## src/clkdiv_pkg.sv

```systemverilog
package clkdiv_pkg;
	// register addresses on the configuration port
	localparam int ADDR_W = 10;
	localparam logic [9:0] ADDR_COUNTS = 10'h199;
	localparam logic [9:0] ADDR_CTRL = 10'h19A;
	localparam logic [9:0] ADDR_CFG = 10'h19B;
	localparam logic [9:0] ADDR_PRESC = 10'h1E0;
	localparam logic [9:0] ADDR_SRC = 10'h1E1;
	// reset values
	localparam logic [7:0] RST_COUNTS = 8'h00;
	localparam logic [7:0] RST_CTRL = 8'h00;
	localparam logic [7:0] RST_CFG = 8'h00;
	localparam logic [2:0] RST_PRESC = 3'h0;
	localparam logic [1:0] RST_SRC = 2'h0;
	// implemented bits; everything else reads as zero
	localparam logic [7:0] MASK_CFG = 8'h07;
	localparam int PRESC_LSB = 0;
	localparam int PRESC_W = 3;
	localparam int SRC_W = 2;
	localparam int CNT_W = 4;
	// source-select codes for the direct route
	localparam logic [1:0] SRC_EXT = 2'h0;
	localparam logic [1:0] SRC_NONE = 2'h1;
	localparam logic [1:0] SRC_OSC = 2'h2;

	// divider control register, bit 7 down to bit 0
	typedef struct packed {
		logic bypass;
		logic ign_sync;
		logic force_lvl;
		logic start_high;
		logic [3:0] phase;
	} ctrl_s;

	// channel output configuration register
	typedef struct packed {
		logic [4:0] unused;
		logic pwr_down;
		logic direct;
		logic dcc_off;
	} cfg_s;

	// half-period counts, each minus one
	typedef struct packed {
		logic [3:0] low_cnt;
		logic [3:0] high_cnt;
	} counts_s;

	// divider sequencer states
	typedef enum logic {
		ST_RUN,
		ST_WAIT
	} div_state_e;
endpackage : clkdiv_pkg

```

## src/clkdiv_core.sv

```systemverilog
`timescale 1ns/1ps
module clkdiv_core (
	input wire logic i_clk_sys,
	input wire logic i_resetn,
	input wire logic i_ce,
	input wire logic i_enable,
	input wire logic i_restart,
	input wire logic i_start_high,
	input wire logic [3:0] i_phase,
	input wire clkdiv_pkg::counts_s i_counts,
	output logic o_level,
	output logic o_waiting
);
	////////////////////////////////////////////////////////////////////////
	clkdiv_pkg::div_state_e state_ff, nxt_state; // sequencer state
	logic level_ff, nxt_level; // divided clock level
	logic [3:0] cnt_ff, nxt_cnt; // cycles left in this half
	logic [3:0] phase_ff, nxt_phase; // cycles left before restart runs
	wire logic [3:0] half_start = i_start_high ? i_counts.high_cnt : i_counts.low_cnt;
	wire logic [3:0] half_flip = level_ff ? i_counts.low_cnt : i_counts.high_cnt;
	wire logic [3:0] half_cur = level_ff ? i_counts.high_cnt : i_counts.low_cnt;

	assign o_level = level_ff;
	assign o_waiting = (state_ff == clkdiv_pkg::ST_WAIT);

	////////////////////////////////////////////////////////////////////////
	// next-state logic of the divider
	always_comb begin
		nxt_state = state_ff;
		nxt_level = level_ff;
		nxt_cnt = cnt_ff;
		nxt_phase = phase_ff;
		if (!i_enable) begin
			// parked at the start level so a later enable begins cleanly
			nxt_state = clkdiv_pkg::ST_RUN;
			nxt_level = i_start_high;
			nxt_cnt = half_start;
		end else if (i_restart) begin
			nxt_level = i_start_high;
			nxt_phase = i_phase;
			nxt_cnt = half_start;
			nxt_state = (i_phase == 4'h0) ? clkdiv_pkg::ST_RUN : clkdiv_pkg::ST_WAIT;
		end else begin
			unique case (state_ff)
				clkdiv_pkg::ST_RUN: begin
					if (cnt_ff == 4'h0) begin
						nxt_level = ~level_ff;
						nxt_cnt = half_flip;
					end else begin
						nxt_cnt = cnt_ff - 4'h1;
					end
				end
				clkdiv_pkg::ST_WAIT: begin
					if (phase_ff <= 4'h1) begin
						nxt_state = clkdiv_pkg::ST_RUN;
						nxt_cnt = half_cur;
					end else begin
						nxt_phase = phase_ff - 4'h1;
					end
				end
			endcase
		end
	end

	// state registers, frozen while clock enable is low
	always_ff @(posedge i_clk_sys or negedge i_resetn) begin
		if (!i_resetn) begin
			state_ff <= clkdiv_pkg::ST_RUN;
			level_ff <= 1'b0;
			cnt_ff <= 4'h0;
			phase_ff <= 4'h0;
		end else if (i_ce) begin
			state_ff <= nxt_state;
			level_ff <= nxt_level;
			cnt_ff <= nxt_cnt;
			phase_ff <= nxt_phase;
		end
	end
endmodule : clkdiv_core

```

## src/channel_divider_control.sv

```systemverilog
`timescale 1ns/1ps
// Function
// - bypass powers divider down, passes input through
// - ignore bit makes divider disregard sync
// - force, with the ignore bit set, holds output at start level
// - force void when bypassed; inversion still works
// - start bit picks high or low start
// - four-bit phase offset, resets to zero
// - power-down forces all three outputs safe
// - direct route selects oscillator or external
// - direct bit clear drives from divider
// - bit zero set disables duty correction
// - three-bit prescaler ratio, zero divides two
// - low/high counts plus one per half
module channel_divider_control (
	input wire logic i_clk_sys,
	input wire logic i_resetn,
	input wire logic i_ce,
	input wire logic i_reg_wr,
	input wire logic i_reg_rd,
	input wire logic [9:0] i_reg_addr,
	input wire logic [7:0] i_reg_wdata,
	input wire logic i_sync,
	input wire logic i_dist_lvl,
	input wire logic i_osc_lvl,
	input wire logic i_ext_lvl,
	input wire logic i_drv_invert,
	output logic [7:0] o_reg_rdata,
	output logic [2:0] o_ch_out,
	output logic o_div_pd,
	output logic o_dcc_en,
	output logic [2:0] o_prescale_ratio
);
	////////////////////////////////////////////////////////////////////////
	// register state, one flop group per address
	clkdiv_pkg::counts_s counts_ff; // half-period counts
	clkdiv_pkg::ctrl_s ctrl_ff; // divider control
	clkdiv_pkg::cfg_s cfg_ff; // channel output configuration
	logic [2:0] presc_ff; // prescaler ratio code
	logic [1:0] src_ff; // direct-route source select
	logic [7:0] rdata_ff; // read data holding register
	logic [2:0] out_ff; // channel output levels
	logic div_pd_ff; // divider power-down indication
	logic dcc_ff; // duty correction enable
	// handshake with the counting core
	logic core_level; // divided clock from the core
	logic core_wait; // core is waiting out the phase offset

	// address decode
	// full ten-bit compare, so no alias lands on a neighbouring channel
	wire logic hit_counts = (i_reg_addr == clkdiv_pkg::ADDR_COUNTS);
	wire logic hit_ctrl = (i_reg_addr == clkdiv_pkg::ADDR_CTRL);
	wire logic hit_cfg = (i_reg_addr == clkdiv_pkg::ADDR_CFG);
	wire logic hit_presc = (i_reg_addr == clkdiv_pkg::ADDR_PRESC);
	wire logic hit_src = (i_reg_addr == clkdiv_pkg::ADDR_SRC);
	// read mux; unmapped addresses and unused bits read zero
	wire logic [7:0] rd_mux = hit_counts ? 8'(counts_ff) :
		hit_ctrl ? 8'(ctrl_ff) :
		hit_cfg ? (8'(cfg_ff) & clkdiv_pkg::MASK_CFG) :
		hit_presc ? {5'h00, presc_ff} :
		hit_src ? {6'h00, src_ff} : 8'h00;

	////////////////////////////////////////////////////////////////////////
	// divider off when bypassed or channel powered down
	wire logic div_en = ~ctrl_ff.bypass & ~cfg_ff.pwr_down;
	// sync only reaches an obeying divider
	wire logic restart = i_sync & ~ctrl_ff.ign_sync;
	// force needs the ignore bit as well
	wire logic force_act = ctrl_ff.force_lvl & ctrl_ff.ign_sync & ~ctrl_ff.bypass;
	// forced level is the start level
	wire logic div_lvl = force_act ? ctrl_ff.start_high : core_level;
	// direct route to oscillator or external clock
	wire logic route_osc = cfg_ff.direct & (src_ff == clkdiv_pkg::SRC_OSC);
	wire logic route_ext = cfg_ff.direct & (src_ff == clkdiv_pkg::SRC_EXT);
	// otherwise the divider (or its bypass) drives; code 01b changes nothing
	// code 11b falls through the same way as 01b
	wire logic path_lvl = route_osc ? i_osc_lvl :
		route_ext ? i_ext_lvl :
		ctrl_ff.bypass ? i_dist_lvl : div_lvl;
	// polarity inversion applies on every path
	// powered-down channel parks all outputs low
	wire logic nxt_out = cfg_ff.pwr_down ? 1'b0 : (path_lvl ^ i_drv_invert);

	////////////////////////////////////////////////////////////////////////
	// divider settings registers
	always_ff @(posedge i_clk_sys or negedge i_resetn) begin
		if (!i_resetn) begin
			// fields return to their power-up defaults
			counts_ff <= clkdiv_pkg::counts_s'(clkdiv_pkg::RST_COUNTS);
			ctrl_ff <= clkdiv_pkg::ctrl_s'(clkdiv_pkg::RST_CTRL);
		end else if (i_ce) begin
			// a write lands only on an enabled edge
			// new counts apply at the next half reload, not mid-half
			if (i_reg_wr && hit_counts) begin
				counts_ff <= clkdiv_pkg::counts_s'(i_reg_wdata);
			end
			// a new phase only matters at the next sync restart
			if (i_reg_wr && hit_ctrl) begin
				ctrl_ff <= clkdiv_pkg::ctrl_s'(i_reg_wdata);
			end
		end
	end

	// channel config, prescaler and source registers
	always_ff @(posedge i_clk_sys or negedge i_resetn) begin
		if (!i_resetn) begin
			// zero ratio code means divide by two
			cfg_ff <= clkdiv_pkg::cfg_s'(clkdiv_pkg::RST_CFG);
			presc_ff <= clkdiv_pkg::RST_PRESC;
			src_ff <= clkdiv_pkg::RST_SRC;
		end else if (i_ce) begin
			// unused bits are dropped so they read back zero
			if (i_reg_wr && hit_cfg) begin
				cfg_ff <= clkdiv_pkg::cfg_s'(i_reg_wdata & clkdiv_pkg::MASK_CFG);
			end
			// ratio goes straight to its port, no staging
			if (i_reg_wr && hit_presc) begin
				presc_ff <= i_reg_wdata[clkdiv_pkg::PRESC_LSB +: clkdiv_pkg::PRESC_W];
			end
			// only the select bits are kept; the rest of that address is not ours
			if (i_reg_wr && hit_src) begin
				src_ff <= i_reg_wdata[clkdiv_pkg::SRC_W-1:0];
			end
		end
	end

	// read data stays until the next read
	always_ff @(posedge i_clk_sys or negedge i_resetn) begin
		if (!i_resetn) begin
			rdata_ff <= 8'h00;
		end else if (i_ce && i_reg_rd) begin
			// unmapped reads capture zero from the mux
			rdata_ff <= rd_mux;
		end
	end

	// outputs retimed so every port leaves a flip-flop
	always_ff @(posedge i_clk_sys or negedge i_resetn) begin
		if (!i_resetn) begin
			// outputs parked low, correction enabled
			out_ff <= 3'h0;
			div_pd_ff <= 1'b0;
			dcc_ff <= 1'b1;
		end else if (i_ce) begin
			// one edge of latency on every output path keeps them aligned
			out_ff <= {3{nxt_out}};
			div_pd_ff <= ~div_en;
			dcc_ff <= ~cfg_ff.dcc_off;
		end
	end

	// ports straight from their flip-flops
	assign o_reg_rdata = rdata_ff;
	assign o_ch_out = out_ff;
	assign o_div_pd = div_pd_ff;
	assign o_dcc_en = dcc_ff;
	assign o_prescale_ratio = presc_ff;

	////////////////////////////////////////////////////////////////////////
	// the counting sequencer; one enable cycle is one divider input cycle
	clkdiv_core u_core (
		.i_clk_sys(i_clk_sys),
		.i_resetn(i_resetn),
		.i_ce(i_ce),
		.i_enable(div_en),
		.i_restart(restart),
		.i_start_high(ctrl_ff.start_high),
		.i_phase(ctrl_ff.phase),
		.i_counts(counts_ff),
		.o_level(core_level),
		.o_waiting(core_wait)
	);
endmodule : channel_divider_control

```

## config.mk

```make
export PLATFORM = sky130hd
export DESIGN_NAME = channel_divider_control
export DESIGN_NICKNAME = d
export VERILOG_FILES = /design/src/clkdiv_pkg.sv /design/src/clkdiv_core.sv /design/src/channel_divider_control.sv
export SDC_FILE = /design/constraint.sdc
export NUM_CORES = 1
export LEC_CHECK = 0
export BUFFER_PORTS_ARGS = -buffer_cell sky130_fd_sc_hd__buf_2
export CORE_AREA = 8 8 74 76
export DETAILED_ROUTE_END_ITERATION = 8
export DIE_AREA = 0 0 82 84
export PLACE_DENSITY = 0.86
export SLEW_MARGIN = 40
export SYNTH_ARGS = -nofsm -noshare
export SYNTH_HDL_FRONTEND = slang
export SYNTH_SLANG_ARGS = --single-unit
```

## constraint.sdc

```tcl
create_clock -name i_clk_sys -period 4.35 [get_ports i_clk_sys]
set_input_delay 0.87 -clock i_clk_sys [delete_from_list [all_inputs] [get_ports i_clk_sys]]
set_output_delay 0.87 -clock i_clk_sys [all_outputs]
set_load 0.005 [all_outputs]
```

**After elaboration in Yosys (flattened, before gate mapping)**

Index checks and enable logic that the tools add are counted.
Widths: inputs -> output; s select.

- Register bits after elaboration: 45
- Latch bits: 0
- Bits in writable memories: 0
- Memory bits (read-only): 0
- Bits of input ports: 28
- Output and inout bits: 16
- Logic and storage cells: 95
- Memories kept: 0

- Add/sub/neg operators: 2
- $mul: 0
- Div/mod/pow operators: 0
- Magnitude comparators: 1
- Eq/ne operators: 10
- Shift operators: 0
- Multiplexer cells: 30
- Bitwise operators: 14
- Reduce and logical (&&, ||, !) cells: 18

Operators by type and width:

| operator | count |
|---|---|
| $eq 10x9->1 const B | 5 |
| $mux 4 | 10 |
| $mux 8 | 2 |
| $mux 1 | 14 |
| $reduce_and 2->1 | 6 |
| $logic_not 4->1 | 2 |
| $pmux 4 s2 | 1 |
| $sub 4x1->4 const B | 2 |
| $not 1->1 | 7 |
| $and 1x1->1 | 6 |
| $logic_and 1x1->1 | 6 |
| $mux 3 | 2 |
| $le 4x1->1 const B | 1 |
| $ne 4x4->1 const B | 1 |
| $reduce_and 4->1 | 1 |
| $ne 3x1->1 const B | 1 |
| $ne 3x3->1 const B | 1 |
| $reduce_and 3->1 | 1 |
| $eq 2x2->1 const B | 1 |
| $logic_not 2->1 | 1 |
| $mux 2 | 1 |
| $ne 2x2->1 const B | 1 |
| $reduce_bool 2->1 | 1 |
| $xor 1x1->1 | 1 |

**Longest topological paths before layout**

- Depth in word-level cells: 8
- Depth in mapped cells: 7
- Gate-level depth less buffers: 7

**Cells and area by module**

From an unflattened synthesis, not the netlist that was laid out.

- Cells, all modules: 242
- Area, all modules: 2567.5 µm²

By module, submodules not included:

| module | times used | cells each | area each (µm²) | seq. area each (µm²) |
|---|---|---|---|---|
| channel_divider_control | 1 | 138 | 1704.1 | 877.1 |
| clkdiv_core | 1 | 104 | 863.3 | 250.2 |

**Worst setup path before layout**

No wires, ideal clock.

- Kind: in2reg
- From: in i_reg_addr[3]
- To: reg presc_ff[0] (netlist: o_prescale_ratio[0])
- Setup time: 0.125 ns
- Arrival: 2.282 ns
- Required time: 4.225 ns
- Slack: 1.943 ns
- Stages on the path: 4
- Path buffers: 0
- Cells stage by stage: or2_0 > or4_4 > or3_4 > mux2_4

- Longest elaborated chain between the ends: 3

RTL lines:

| item | line | source |
|---|---|---|
| start: declaration | channel_divider_control.sv:21 | `input wire logic [9:0] i_reg_addr,` |
| $eq 10x9->1 | channel_divider_control.sv:54 | `wire logic hit_presc = (i_reg_addr == clkdiv_pkg::ADDR_PRESC);` |
| $logic_and 1x1->1 | channel_divider_control.sv:117 | `if (i_reg_wr && hit_presc) begin` |
| $reduce_and 2->1 (no line) | n/a |  |
| end signal: assignment | channel_divider_control.sv:109 | `presc_ff <= clkdiv_pkg::RST_PRESC;` |
| end signal: assignment | channel_divider_control.sv:118 | `presc_ff <= i_reg_wdata[clkdiv_pkg::PRESC_LSB +: clkdiv_pkg::PRESC_W];` |
| end: declaration | channel_divider_control.sv:39 | `logic [2:0] presc_ff;` |

No other way between the ends.
A chain may end at the register's enable or synchronous reset.

**Worst setup path in the final report**

- From: in i_reg_addr[5]
- To: reg ctrl_ff[6] in the netlist's numbering

- Longest elaborated chain between the ends: 3

RTL lines:

| item | line | source |
|---|---|---|
| $eq 10x9->1 | channel_divider_control.sv:52 | `wire logic hit_ctrl = (i_reg_addr == clkdiv_pkg::ADDR_CTRL);` |
| $logic_and 1x1->1 | channel_divider_control.sv:98 | `if (i_reg_wr && hit_ctrl) begin` |
| $reduce_and 2->1 (no line) | n/a |  |
| end signal: assignment | channel_divider_control.sv:90 | `ctrl_ff <= clkdiv_pkg::ctrl_s'(clkdiv_pkg::RST_CTRL);` |
| end signal: assignment | channel_divider_control.sv:99 | `ctrl_ff <= clkdiv_pkg::ctrl_s'(i_reg_wdata);` |
| end: declaration | channel_divider_control.sv:37 | `clkdiv_pkg::ctrl_s ctrl_ff;` |

No other way between the ends.

==> results.toml <==
[placement]
dp_cells = 326
io_buffers = 43
place_ws_ns = 1.70
gp_congestion = 0.920
hpwl_um = 4420
placed_area_um2 = 2730

[synthesis]
ys.flop_type = "dfrtp_1"
ys_warn_count = 0
netlist_area_um2 = 2510
synthSimpleGateAreaFrac_pct = 15.2
synth_compound_area_share_pct = 16.6
synth.yosys.seq_area_share_pct = 44.8
synth_top_family_by_area = "multiplexers"
synthAdderAreaFrac_pct = 1.49
ys_types = 52
synth_fp_nets = 276
synthCells = 245
synth-edff-count = 0
syn_area_per_cell_um2 = 10.3
ys_seq_elements = 45
muxShareOfSynthArea_pct = 17.1
async_flop_share_pct = 100
synthXorXnorAreaFrac_pct = 0.348

[timing]
finalCriticalPeriod_ns = 2.35
fin_setup_tns_ns = 0
final_max_slew_viol_count = 0
finClkSkew_ns = 0.00393
setup_viol = 0
worst_slack_ns = 2.00
max_freq_ghz = 0.426
worst_pin_slew_ns = 0.608
slew-limit-headroom_pct = 59.4
fin_crit_sh_pct = 53.9
holdWs_ns = 0.475
rsz0062_at_grt = "false"
finalHoldViolCount = 0

[global_route]
grt_pass1_wl_um = 9860
grt_busiest_layer = "met2"
grt_start_max_net_pins = 46
antenna_found_initial = 0
gr-total-overflow = 0
use_met2_pct = 28.5
grtUsageMet1_pct = 23.8
grt_pass1_vias = 2080
grtUsageMet3_pct = 2.69
grt_usage_pct = 17.7

[floorplan]
fp-row-count = 24
die_width_um = 82
core_area_um2 = 4260
die_h_um = 84
initial_core_util_pct = 59.0
design.die.area_um2 = 6890
top_level_ports = 44

[route]
drt_iter0_drc = 176
drt-pass1-iter-count = 4
routed_wl_um = 5820
via_per_inst = 5.99
ant_nets = 0
wl_per_cell_um = 17.4
drcViolationCount = 0
vias = 2001

[clock_tree]
htreeDepth = 2
tritoncts = "done"
cts-resized-gates = 0
clock_latency_ns = 0.29
cts_buffers = 5
post_cts_buffers = 0
holdBufCountCts = 0
cts_buffer_depth = 2
clk_pin_slew_worst_paths_ns = 0.08
ctsRootBufferMaster = "clkbuf_8"
clock_sinks = 45

[critical_path]
cp_max_fo = 8
crit_path_end_kind = "flop"
cp.required_ns = 4.53
worst-setup-path-type = "primary input to flop"
critPathArrivalTime_ns = 2.52
cp-start-kind = "primary input"

[layout]
syn_to_final_growth_pct = 11.7
layout_commonest_cell = "dfrtp_1"
final_util_pct = 65.9
nNetsFinal = 312
stdcell_area_um2 = 2810
nFillCells = 340
insertedDiodeCount = 0
finalNonFillerCells = 334
final_cell_mix = "44 x dfrtp_1, 42 x buf_2, 28 x mux2_2"
drive_gt1_share_pct = 31.2

[pwr]
peakVddDrop_mv = 0.226
p_per_area_nw_per_um2 = 329
report.power.total_mw = 0.924
power_leakage_nw = 1.39

[hold_path]
hold_class = "flop to flop"

[status]
outcome = "finished, final reports clean"

[flow_run]
max-cap-violations = 0
-- worst paths after layout --
kind	slack, ns	end	cells past startpoint	startpoint
worst max-delay path	2.00	ctrl_ff[6]	5	i_reg_addr[5]
worst min-delay path	0.47	o_dcc_en	2	o_dcc_en
worst max register to register	2.35	u_core.cnt_ff[3]	7	u_core.cnt_ff[0]
worst min register to register	0.47	o_dcc_en	2	o_dcc_en
max in group asynchronous	3.39	o_dcc_en	1	i_resetn
min in group asynchronous	0.57	o_prescale_ratio[0]	1	i_resetn
-- logic make-up after synthesis --
group / count (synthesis)
buffers and inverters: 25
AND/OR/NAND/NOR: 70
AO/OA/AOI/OAI: 63
flip-flops: 45
XOR/XNOR: 1
adder cells (fa/ha/maj): 3
multiplexers: 38
-- power by group --
group | total [mW] | leakage (nW) | internal, mW | switching (mW)
Clock | 0.244 | 0.0422 | 0.113 | 0.132
Combinational | 0.193 | 0.741 | 0.0890 | 0.104
Sequential | 0.487 | 0.605 | 0.451 | 0.0367
Total | 0.924 | 1.39 | 0.652 | 0.272
-- sequential cells by signal (all words and copies together), names as in the netlist --
name,flops
src_ff,2
u_core.o_waiting,1
u_core.cnt_ff,4
cfg_ff,3
o_ch_out,1
o_reg_rdata,8
o_dcc_en,1
ctrl_ff,8
u_core.phase_ff,4
o_div_pd,1
o_prescale_ratio,3
u_core.o_level,1
counts_ff,8
-- area by class of cell --
cell class / instances / area, um^2 / share of cell area, %
Clock inverter: 1 / 5.00 / 0.178
Timing Repair Buffer: 43 / 218 / 7.75
Tap cell: 52 / 65.1 / 2.32
Sequential cell: 45 / 1130 / 40.1
Clock buffer: 7 / 76.3 / 2.72
Multi-Input combinational cell: 175 / 1280 / 45.4
Inverter: 11 / 41.3 / 1.47
-- critical path: stages --
cell,delay [ns]
buf_2,0.10
or2_2,0.30
nor4_2,0.37
and4_1,0.50
mux2_2,0.38
-- metal layers --
metal  part of all wire (%)  vias up
li1                       -      957
met1                     45      978
met2                     48       60
met3                    5.7        6
met4                   0.82        0
met5                      0        -
-- cell usage after synthesis, types with 3 or more instances --
cell type	n	share of area, %
inv_1	11	1.6
mux2_2	28	13
o21ai_0	15	3.0
clkbuf_1	7	1.0
nor3_1	4	0.80
mux2_4	3	1.8
a21oi_1	12	2.4
o22ai_1	5	1.2
a22o_1	7	2.4
nor2b_1	5	1.2
a21o_1	6	1.8
nor2_1	16	2.4
o21a_1	3	0.90
nand2b_1	7	1.7
nand2_1	17	2.5
ha_1	3	1.5
dfrtp_1	44	44
mux2i_1	7	2.8
Note: power is estimated with default switching activity, not from simulation.
